### config.mk
export PLATFORM = sky130hd
export DESIGN_NAME = sram_host_ctl
export DESIGN_NICKNAME = d
export VERILOG_FILES = /design/src/design/sram_port_pkg.sv /design/src/design/sram_host_ctl.sv
export SDC_FILE = /design/constraint.sdc
export NUM_CORES = 1
export LEC_CHECK = 0
export BUFFER_PORTS_ARGS = -buffer_cell sky130_fd_sc_hd__buf_2
export CELL_PAD_IN_SITES_DETAIL_PLACEMENT = 0
export CELL_PAD_IN_SITES_GLOBAL_PLACEMENT = 1
export CORE_MARGIN = 1
export CORE_UTILIZATION = 41
export DETAILED_ROUTE_END_ITERATION = 10
export PLACE_DENSITY = 0.85
export SYNTH_ARGS = -nofsm -noshare
export SYNTH_HDL_FRONTEND = slang
export SYNTH_SLANG_ARGS = --single-unit
### constraint.sdc
create_clock -name i_core_clk -period 2.3 [get_ports i_core_clk]
set_input_delay 0.46 -clock i_core_clk [delete_from_list [all_inputs] [get_ports i_core_clk]]
set_output_delay 0.46 -clock i_core_clk [all_outputs]
set_load 0.01 [all_outputs]
### src/design/sram_port_pkg.sv
// Summary of operation
// [RL1] Write happens during select, lane, strobe overlap
// [RL2] Output drive low: stretch strobe past float
// [RL3] Output drive high: ordinary minimum strobe pulse
// [RL4] Never drive bus while device drives
// [RL5] Device floats when select follows strobe
// [RL6] Address valid before last select edge
// [RL7] Write strobe stays high during reads
// [RL8] Address-driven reads need no strobe edges
// [RL9] Device is static, needs no clock
// [RL10] Lane enables gate low and high bytes
package sram_port_pkg;
    localparam int ADDR_W = 16;
    localparam int DATA_W = 16;
    localparam int CLK_PERIOD_PS = 5000;
    // Timing figures in ps (slowest grade)
    localparam int T_RC_PS = 20000;
    localparam int T_AA_PS = 20000;
    localparam int T_WP_PS = 12000;
    localparam int T_WHZ_PS = 8000;
    localparam int T_DW_PS = 9000;
    localparam int T_OHZ_PS = 8000;
    // Least times round up
    // Reads add one margin cycle for pin delays and two for the synchroniser
    localparam int RD_CYC = (T_AA_PS + CLK_PERIOD_PS - 1) / CLK_PERIOD_PS + 3;
    localparam int WP_CYC = (T_WP_PS + CLK_PERIOD_PS - 1) / CLK_PERIOD_PS;
    localparam int WP_LONG_CYC = (T_WHZ_PS + T_DW_PS + CLK_PERIOD_PS - 1) / CLK_PERIOD_PS;
    localparam int FLOAT_CYC = (T_OHZ_PS + CLK_PERIOD_PS - 1) / CLK_PERIOD_PS;
    localparam int DW_CYC = (T_DW_PS + CLK_PERIOD_PS - 1) / CLK_PERIOD_PS;
    localparam logic [3:0] CNT_ZERO = 4'h0;
    typedef enum logic [2:0] {ST_IDLE, ST_READ, ST_FLOAT, ST_WRITE, ST_RECOVER} ctl_state_e;
endpackage

### src/design/sram_host_ctl.sv
`timescale 1ns/10ps
`default_nettype none
module sram_host_ctl
    import sram_port_pkg::*;
(
    // Clock and reset
    input wire logic i_core_clk,
    input wire logic i_rst_n,
    input wire logic i_ce,
    // User request
    input wire logic i_req,
    input wire logic i_wr,
    input wire logic [ADDR_W-1:0] i_addr,
    input wire logic [DATA_W-1:0] i_wdata,
    input wire logic [1:0] i_lane_en,
    input wire logic i_keep_out_drive,
    output logic o_ready,
    output logic o_rvalid,
    output logic [DATA_W-1:0] o_rdata,
    // Memory pins
    output logic [ADDR_W-1:0] o_mem_addr,
    output logic o_mem_sel_n,
    output logic o_mem_wr_n,
    output logic o_mem_out_drive_n,
    output logic o_lower_lane_en_n,
    output logic o_upper_lane_en_n,
    output logic [DATA_W-1:0] o_mem_dq,
    output logic o_mem_dq_oe,
    input wire logic [DATA_W-1:0] i_mem_dq
);
    // ----------------------------------------
    // Pin input synchroniser
    // ----------------------------------------
    // Bus is captured only late in a read, when every bit has long settled, so per-bit flops are safe
    logic [DATA_W-1:0] dq_meta_ff, dq_sync_ff;
    always_ff @(posedge i_core_clk or negedge i_rst_n) begin
        if (!i_rst_n) begin
            dq_meta_ff <= 16'h0000;
            dq_sync_ff <= 16'h0000;
        end else if (i_ce) begin
            dq_meta_ff <= i_mem_dq;
            dq_sync_ff <= dq_meta_ff;
        end
    end

    // ----------------------------------------
    // Sequencer
    // ----------------------------------------
    ctl_state_e state_ff, nxt_state;
    logic [3:0] cnt_ff, nxt_cnt;
    logic wr_ff, keep_od_ff;
    logic [ADDR_W-1:0] addr_ff;
    logic [DATA_W-1:0] wdata_ff, rdata_ff;
    logic [1:0] lane_ff;
    logic rvalid_ff;
    wire cnt_done = (cnt_ff == CNT_ZERO);
    wire take = (state_ff == ST_IDLE) && i_req;
    always_comb begin
        nxt_state = state_ff;
        nxt_cnt = cnt_done ? cnt_ff : cnt_ff - 4'h1;
        case (state_ff)
            ST_IDLE: begin
                if (i_req) begin
                    nxt_state = i_wr ? (i_keep_out_drive ? ST_FLOAT : ST_WRITE) : ST_READ;
                    nxt_cnt = i_wr ? (i_keep_out_drive ? 4'(FLOAT_CYC - 1)
                        : 4'(WP_CYC - 1)) : 4'(RD_CYC - 1); // [RL3]
                end
            end
            ST_READ: if (cnt_done) nxt_state = ST_RECOVER;
            ST_FLOAT: begin
                // Strobe already low, bus still undriven while device floats
                if (cnt_done) begin
                    nxt_state = ST_WRITE;
                    nxt_cnt = 4'(DW_CYC - 1); // [RL2]
                end
            end
            ST_WRITE: if (cnt_done) nxt_state = ST_RECOVER;
            ST_RECOVER: nxt_state = ST_IDLE;
            default: nxt_state = ST_IDLE;
        endcase
    end

    always_ff @(posedge i_core_clk or negedge i_rst_n) begin
        if (!i_rst_n) begin
            state_ff <= ST_IDLE;
            cnt_ff <= 4'h0;
        end else if (i_ce) begin
            state_ff <= nxt_state;
            cnt_ff <= nxt_cnt;
        end
    end

    always_ff @(posedge i_core_clk or negedge i_rst_n) begin
        if (!i_rst_n) begin
            wr_ff <= 1'b0;
            keep_od_ff <= 1'b0;
            addr_ff <= 16'h0000;
            wdata_ff <= 16'h0000;
            lane_ff <= 2'h0;
        end else if (i_ce && take) begin
            // Address is latched on the same edge on which select falls
            wr_ff <= i_wr; // [RL6]
            keep_od_ff <= i_keep_out_drive;
            addr_ff <= i_addr;
            wdata_ff <= i_wdata;
            lane_ff <= i_lane_en;
        end
    end

    // ----------------------------------------
    // Read capture
    // ----------------------------------------
    wire rd_done = (state_ff == ST_READ) && cnt_done;
    always_ff @(posedge i_core_clk or negedge i_rst_n) begin
        if (!i_rst_n) begin
            rdata_ff <= 16'h0000;
            rvalid_ff <= 1'b0;
        end else if (i_ce) begin
            rvalid_ff <= rd_done;
            if (rd_done) begin
                // Unselected lanes read as zero
                rdata_ff <= dq_sync_ff & {{8{lane_ff[1]}}, {8{lane_ff[0]}}}; // [RL10]
            end
        end
    end

    // ----------------------------------------
    // Pin drive
    // ----------------------------------------
    wire active = (state_ff == ST_READ) || (state_ff == ST_FLOAT) || (state_ff == ST_WRITE);
    wire strobe = (state_ff == ST_FLOAT) || (state_ff == ST_WRITE);
    wire lanes_on = active && (lane_ff != 2'h0);
    assign o_mem_addr = addr_ff;
    // Select and lanes fall together with the strobe; device keeps pins floated then
    assign o_mem_sel_n = ~lanes_on; // [RL1] [RL5]
    assign o_lower_lane_en_n = ~(lanes_on && lane_ff[0]); // [RL10]
    assign o_upper_lane_en_n = ~(lanes_on && lane_ff[1]); // [RL10]
    assign o_mem_wr_n = ~(strobe && lanes_on); // [RL1] [RL7]
    assign o_mem_out_drive_n = ~((state_ff == ST_READ) || ((state_ff == ST_FLOAT || state_ff == ST_WRITE)
        && keep_od_ff));
    // Data only driven after the float window has passed
    assign o_mem_dq_oe = (state_ff == ST_WRITE) && lanes_on; // [RL4]
    assign o_mem_dq = wdata_ff;
    assign o_ready = (state_ff == ST_IDLE);
    assign o_rvalid = rvalid_ff;
    assign o_rdata = rdata_ff;

    // ----------------------------------------
    // Checks
    // ----------------------------------------
    // Length of the current strobe-low stretch, counted in enabled cycles
    logic [3:0] low_cnt_ff;
    always_ff @(posedge i_core_clk or negedge i_rst_n) begin
        if (!i_rst_n) begin
            low_cnt_ff <= 4'h0;
        end else if (i_ce) begin
            low_cnt_ff <= o_mem_wr_n ? 4'h0 : low_cnt_ff + 4'h1;
        end
    end

    a_write_overlap: assert property (@(posedge i_core_clk) disable iff (!i_rst_n) // [RL1]
        !o_mem_wr_n |-> !o_mem_sel_n && !(o_lower_lane_en_n && o_upper_lane_en_n))
        else $error("strobe low without select and lane");

    // Counter already holds the whole low stretch in the cycle the strobe rises
    a_long_pulse: assert property (@(posedge i_core_clk) disable iff (!i_rst_n) // [RL2]
        (i_ce && $rose(o_mem_wr_n) && !$past(o_mem_out_drive_n)) |-> (low_cnt_ff >= 4'(WP_LONG_CYC)))
        else $error("write pulse too short with output drive low");

    a_min_pulse: assert property (@(posedge i_core_clk) disable iff (!i_rst_n) // [RL3]
        (i_ce && $rose(o_mem_wr_n)) |-> (low_cnt_ff >= 4'(WP_CYC)))
        else $error("write pulse below minimum");

    a_no_bus_clash: assert property (@(posedge i_core_clk) disable iff (!i_rst_n) // [RL4]
        o_mem_dq_oe |-> (!o_mem_wr_n && (o_mem_out_drive_n || low_cnt_ff >= 4'(FLOAT_CYC))))
        else $error("bus driven outside write window");

    a_addr_stable: assert property (@(posedge i_core_clk) disable iff (!i_rst_n) // [RL6]
        (i_ce && !o_mem_sel_n && !$past(o_mem_sel_n)) |-> $stable(o_mem_addr))
        else $error("address moved while selected");

    a_read_no_wr: assert property (@(posedge i_core_clk) disable iff (!i_rst_n) // [RL7]
        (state_ff == ST_READ) |-> o_mem_wr_n)
        else $error("strobe low in read");

    a_read_latency: assert property (@(posedge i_core_clk) disable iff (!i_rst_n) // [RL8]
        (i_ce && take && !i_wr) |=> (state_ff == ST_READ) [*7])
        else $error("read shorter than access");

    a_lane_gate: assert property (@(posedge i_core_clk) disable iff (!i_rst_n) // [RL10]
        o_mem_sel_n |-> (o_lower_lane_en_n && o_upper_lane_en_n && o_mem_wr_n))
        else $error("lane active while deselected");

    a_short_drive_off: assert property (@(posedge i_core_clk) disable iff (!i_rst_n) // [RL3]
        (!o_mem_wr_n && !keep_od_ff) |-> o_mem_out_drive_n)
        else $error("output drive low in short write");

    // Long strobe only pays off if output drive stays low for all of it
    a_long_drive_held: assert property (@(posedge i_core_clk) disable iff (!i_rst_n) // [RL2]
        (!o_mem_wr_n && keep_od_ff) |-> !o_mem_out_drive_n)
        else $error("output drive released in long write");

    a_idle_quiet: assert property (@(posedge i_core_clk) disable iff (!i_rst_n) // [RL4]
        o_ready |-> (o_mem_sel_n && o_mem_wr_n && !o_mem_dq_oe))
        else $error("pins active while idle");

    a_frozen_pins: assert property (@(posedge i_core_clk) disable iff (!i_rst_n) // [RL6]
        !i_ce |=> ($stable(o_mem_addr) && $stable(o_mem_sel_n) && $stable(o_mem_wr_n)))
        else $error("pins moved while clock enable low");

    a_rvalid_pulse: assert property (@(posedge i_core_clk) disable iff (!i_rst_n) // [RL8]
        (i_ce && o_rvalid) |=> !o_rvalid)
        else $error("read valid longer than one cycle");

    // ----------------------------------------
    // Cover points
    // ----------------------------------------
    c_read: cover property (@(posedge i_core_clk) o_rvalid);
    c_short_write: cover property (@(posedge i_core_clk) $rose(o_mem_wr_n) && o_mem_out_drive_n);
    c_long_write: cover property (@(posedge i_core_clk) $rose(o_mem_wr_n) && !$past(o_mem_out_drive_n));
    c_frozen_read: cover property (@(posedge i_core_clk) !i_ce && (state_ff == ST_READ));
    c_lane_less: cover property (@(posedge i_core_clk) (state_ff == ST_WRITE) && o_mem_sel_n);
endmodule
`default_nettype wire

* Word level (Yosys, flattened, before mapping)
Index checks and enable logic that the tools add are counted.
** Operators by class
- Multiplexer cells :: 12
- Bitwise gates (word level) :: 6
- Add/subtract/negate cells :: 1
- Reductions and logical operators :: 19
- Eq/ne operators :: 6
** Operators by type and width (count)
- $and 16x16->16 :: 1
- $mux 3 :: 4
- $mux 4 :: 3
- $logic_and 1x1->1 :: 9
- $pmux 3 s3 :: 1
- $pmux 4 s2 :: 1
- $eq 3x2->1 const B :: 2
- $not 1->1 :: 5
- $logic_not 4->1 :: 1
- $logic_or 1x1->1 :: 4
- $mux 2 :: 2
- $ne 2x2->1 const B :: 2
- $reduce_and 4->1 :: 1
- $sub 4x1->4 const B :: 1
- $eq 3x1->1 const B :: 1
- $logic_not 3->1 :: 1
- $ne 2x1->1 const B :: 1
- $reduce_and 2->1 :: 1
- $reduce_bool 2->1 :: 1
- $reduce_or 2->1 :: 1
- $mux 1 :: 1
** Storage, ports and cells
- Register bits :: 91
- Logic and storage cells :: 54
- Input port bits :: 56

* Depth between registers and ports, before layout
- Depth in word-level cells :: 6
- Mapped depth :: 9

* Worst setup path before layout
OpenSTA, ideal clock, no wires.
- Path type :: register -> register
- From :: register cnt_ff[0]
- To :: register rdata_ff[10], in the netlist o_rdata[10]
- Path buffers :: 2
- Setup slack :: 0.518 ns
- Arrival :: 1.660 ns
- Stages on the path, launching flop included :: 9
- Cell sequence :: dfrtp_1 > inv_1 > ha_1 > nor3b_4 > nand3_2 > or3_1 > buf_6 > buf_12 > mux2i_1
** On the way
- Cells in the longest elaborated chain, start to end :: 3
** Ends and longest elaborated chain
- start, declared :: RTL line sram_host_ctl.sv:50 : logic [3:0] cnt_ff, nxt_cnt;
- start signal, assigned :: RTL line sram_host_ctl.sv:89 : cnt_ff <= nxt_cnt;
- $logic_not 4->1 :: RTL line sram_host_ctl.sv:56 : wire cnt_done = (cnt_ff == CNT_ZERO);
- $logic_and 1x1->1 :: RTL line sram_host_ctl.sv:113 : wire rd_done = (state_ff == ST_READ) && cnt_done;
- $reduce_and 2->1 (no line)
- end signal, assigned :: RTL line sram_host_ctl.sv:122 : rdata_ff <= dq_sync_ff & {{8{lane_ff[1]}}, {8{lane_ff[0]}}};
- end, declared :: RTL line sram_host_ctl.sv:53 : logic [DATA_W-1:0] wdata_ff, rdata_ff;
Every way passes these cells.
A chain may end at the register's enable or synchronous reset.

* Worst setup path in the final report
- From :: register state_ff[1]
- To :: output port o_mem_dq_oe
** On the way
- Cells in the longest elaborated chain, start to end :: 5
- Elaborated cells on any way between the ends :: 7
- Classes of those cells :: eq/ne: 3; reduce/logical: 4
** Ends and longest elaborated chain
- start, declared :: RTL line sram_host_ctl.sv:49 : ctl_state_e state_ff, nxt_state;
- start signal, assigned :: RTL line sram_host_ctl.sv:88 : state_ff <= nxt_state;
- $eq 3x1->1 / $eq 3x2->1 (equally long branches) :: RTL line sram_host_ctl.sv:130 : wire active = (state_ff == ST_READ) || (state_ff == ST_FLOAT) || (state_ff == ST_WRITE);
- $logic_or 1x1->1 (2 in a row) :: RTL line sram_host_ctl.sv:130
- $logic_and 1x1->1 :: RTL line sram_host_ctl.sv:132 : wire lanes_on = active && (lane_ff != 2'h0);
- $logic_and 1x1->1 * :: RTL line sram_host_ctl.sv:142 : assign o_mem_dq_oe = (state_ff == ST_WRITE) && lanes_on;
- end, declared :: RTL line sram_host_ctl.sv:28 : output logic o_mem_dq_oe,
Every way passes the cells marked *; elsewhere a longest branch is shown, timed or not.

==> insert_results.sql <==
INSERT INTO impl_metrics (metric_group, metric, value, unit) VALUES
('status', 'status', 'finished with violations', ''),
('status', 'failed_checks', 'DRC', ''),
('global_routing', 'global_route_total_overflow', '0', ''),
('clock_tree', 'path_clk_slew', '90', 'ps'),
('global_routing', 'grt_pass1_wl', '12000', 'um'),
('synthesis', 'summed_instance_area_of_the_synthesized_netlist', '0.00377', 'mm2'),
('placed_design', 'numPlacedInstances', '486', ''),
('synthesis', 'yosys_warnings', '0', ''),
('critical_path', 'worst_setup_sp_type', 'register', ''),
('floorplan', 'initial_core_util', '42.8', '%'),
('clock_tree', 'cts_num_sinks', '91', ''),
('pwr', 'power_per_cell_area', '1180', 'mW/mm2'),
('timing', 'fin_crit', '1980', 'ps'),
('timing', 'fin_tns_setup', '0', 'ps'),
('synthesis', 'yosysTopAreaCell', 'sky130_fd_sc_hd__dfrtp_1', ''),
('final_layout', 'flow.area_growth_from_synthesis', '22.8', '%'),
('floorplan', 'io-pin-count', '112', ''),
('route', 'detailedRoute.firstPassIterationCount', '7', ''),
('timing', 'timing.final.hold_violations', '0', ''),
('timing', 'period_share', '86.2', '%'),
('synthesis', 'synth_flop_cell', 'sky130_fd_sc_hd__dfrtp_1', ''),
('global_routing', 'maximum_number_of_pins_on_one_net_before_global_route_repair', '52', ''),
('synthesis', 'netlist-cell-type-count', '34', ''),
('floorplan', 'dieArea', '0.00958', 'mm2'),
('floorplan', 'rows', '34', ''),
('final_layout', 'final_cell_count_no_fill', '500', ''),
('clock_tree', 'ctsHtreeMaxLevel', '3', ''),
('timing', 'unrepaired_setup_endpoints_after_global_routing', 'false', ''),
('timing', 'setup_violations', '0', ''),
('timing', 'worst_slew_pin_slew', '646', 'ps'),
('placed_design', 'port-buffer-count', '111', ''),
('placed_design', 'gp_congestion', '0.828', ''),
('timing', 'fmax', '0.504', 'GHz'),
('clock_tree', 'cts_root_buffer', 'sky130_fd_sc_hd__clkbuf_8', ''),
('synthesis', 'yosysMostFrequentCell', 'sky130_fd_sc_hd__dfrtp_1', ''),
('critical_path', 'worstPathBufferInverterCount', '1', ''),
('synthesis', 'yosys-top-cells-count', 'sky130_fd_sc_hd__dfrtp_1, sky130_fd_sc_hd__mux2_2, sky130_fd_sc_hd__nand2_1, sky130_fd_sc_hd__inv_1, sky130_fd_sc_hd__mux2i_1', ''),
('synthesis', 'post-synth-top-area-fraction', '60.4', '%'),
('global_routing', 'track_usage', '16.0', '%'),
('synthesis', 'postSynthAreaPerCell', '13.6', 'um2'),
('clock_tree', 'worst_skew_pair.late_latency', '340', 'ps'),
('critical_path', 'criticalPathCategory', 'register to primary output', ''),
('timing', 'timing.hold.ws', '135', 'ps'),
('route', 'wl_per_cell', '14.2', 'um'),
('clock_tree', 'post-cts-setup-buffers', '0', ''),
('floorplan', 'fp.dieW', '97.9', 'um'),
('route', 'postRouteAntennaNets', '0', ''),
('route', 'routed-via-count', '2492', ''),
('timing', 'slew_headroom', '56.9', '%'),
('global_routing', 'grt_pass1_vias', '2548', ''),
('synthesis', 'post_synth_inst_count', '277', ''),
('route', 'detail_route.iter0.violations', '62', ''),
('global_routing', 'antenna_violations_before_repair', '0', ''),
('pwr', 'cellLeakagePower', '2.38', 'nW'),
('critical_path', 'cp_required', '1840', 'ps'),
('final_layout', 'finalCoreUtilization', '52.5', '%'),
('final_layout', 'antenna-diode-count', '0', ''),
('synthesis', 'synth_seq_cells', '91', ''),
('route', 'drc_errors', '8', ''),
('pwr', 'p_total', '0.00548', 'W'),
('worst_hold_path', 'min_path_type', 'input pin to asynchronous set/reset pin', ''),
('critical_path', 'endpoint_kind', 'primary output', ''),
('route', 'post_drt_via_cell_ratio', '4.98', ''),
('synthesis', 'synth_top_cells_by_area', 'sky130_fd_sc_hd__dfrtp_1, sky130_fd_sc_hd__mux2_2, sky130_fd_sc_hd__mux2i_1', ''),
('route', 'wirelength_routed', '7080', 'um'),
('clock_tree', 'clock_tree_from_tritoncts', 'built', ''),
('clock_tree', 'cts_made_buffers', '9', ''),
('critical_path', 'crit_family', 'flip-flops', ''),
('pwr', 'vdd.ir_drop.worst', '0.707', 'mV'),
('clock_tree', 'cts_resized', '0', ''),
('floorplan', 'fp.coreArea', '0.00881', 'mm2');
-- path summary, 6_finish.rpt --
kind	start	to	slack [ps]	depth (start not counted)
min in group i_core_clk	i_wdata[11]	o_mem_dq[11]	340	2
worst max-delay path	state_ff[1]	o_mem_dq_oe	320	4
worst min-delay path	i_rst_n	o_mem_dq[11]	140	1
worst max register to register	cnt_ff[0]	cnt_ff[0]	360	9
worst min register to register	dq_meta_ff[4]	dq_sync_ff[4]	510	1
max in group asynchronous	i_rst_n	dq_sync_ff[5]	1480	2
-- cells in the final DEF, fill, tap and decap left out, types with 5 or more instances in the layout --
cell type and count:
sky130_fd_sc_hd__o21ai_0 8, sky130_fd_sc_hd__buf_4 5, sky130_fd_sc_hd__mux2_2 67, sky130_fd_sc_hd__inv_1 21, sky130_fd_sc_hd__dfrtp_1 91, sky130_fd_sc_hd__mux2i_1 18
sky130_fd_sc_hd__nor2_1 7, sky130_fd_sc_hd__nand2_1 24, sky130_fd_sc_hd__buf_2 110, sky130_fd_sc_hd__clkbuf_8 9
-- area by class of cell --
cell class / instances / area (um2) / share of cell area (%)
well taps: 108 / 135 / 2.92
flip-flops and latches: 91 / 2280 / 49.2
inverters: 21 / 78.8 / 1.70
clock buffers: 10 / 128 / 2.76
clock inverters: 4 / 77.6 / 1.68
repair buffers: 116 / 608 / 13.1
multi-input cells: 150 / 1320 / 28.6
-- stage by stage --
stage               setup WS (ps)  area, um2
finish                        317       4630
global route                  192       4630
CTS                           304       4630
detailed placement            382       4420
global placement              448       4420
floorplan                     518       3770
-- cell families after synthesis --
family                   count (synthesis)  share of synthesized area [%]
AO/OA/AOI/OAI                           19                           3.39
adder cells (fa/ha/maj)                  2                          0.664
buffers and inverters                   36                           4.45
flip-flops                              91                           60.4
multiplexers                            85                           24.8
AND/OR/NAND/NOR                         44                           6.24
-- where the power goes --
| part | leakage (nW) | internal, W | switching [W] |
|---|---|---|---|
| Combinational | 1.21 | 0.000930 | 0.000852 |
| Clock | 0.102 | 0.000605 | 0.000527 |
| Sequential | 1.06 | 0.00214 | 0.000421 |
-- layer usage --
| layer | track usage [%] | up-vias | routed length (um) |
|---|---|---|---|
| met3 | 5.51 | 7 | 620 |
| met4 | 4.90 | 0 | 43 |
| met2 | 25.8 | 93 | 3370 |
| li1 | - | 1169 | - |
| met1 | 20.4 | 1223 | 3040 |
| met5 | 0 | - | 0 |
-- sequential cells by signal, indices dropped and copies added, names as in the netlist, 2 cells and up --
register and flops:
dq_meta_ff 16, dq_sync_ff 16, o_mem_addr 16, o_mem_dq 16, o_rdata 16, cnt_ff 4, state_ff 3, lane_ff 2
-- worst reg2reg max path, cell delays in order, from the launching register on --
cell and delay [ps]:
sky130_fd_sc_hd__dfrtp_1 410, sky130_fd_sc_hd__inv_1 100, sky130_fd_sc_hd__ha_1 190, sky130_fd_sc_hd__nor3b_4 280
sky130_fd_sc_hd__inv_1 100, sky130_fd_sc_hd__ha_1 300, sky130_fd_sc_hd__nor2_1 110, sky130_fd_sc_hd__a21oi_1 40
sky130_fd_sc_hd__o211ai_1 150, sky130_fd_sc_hd__o221ai_1 130
No activity file was read; power rests on OpenSTA's default activity.
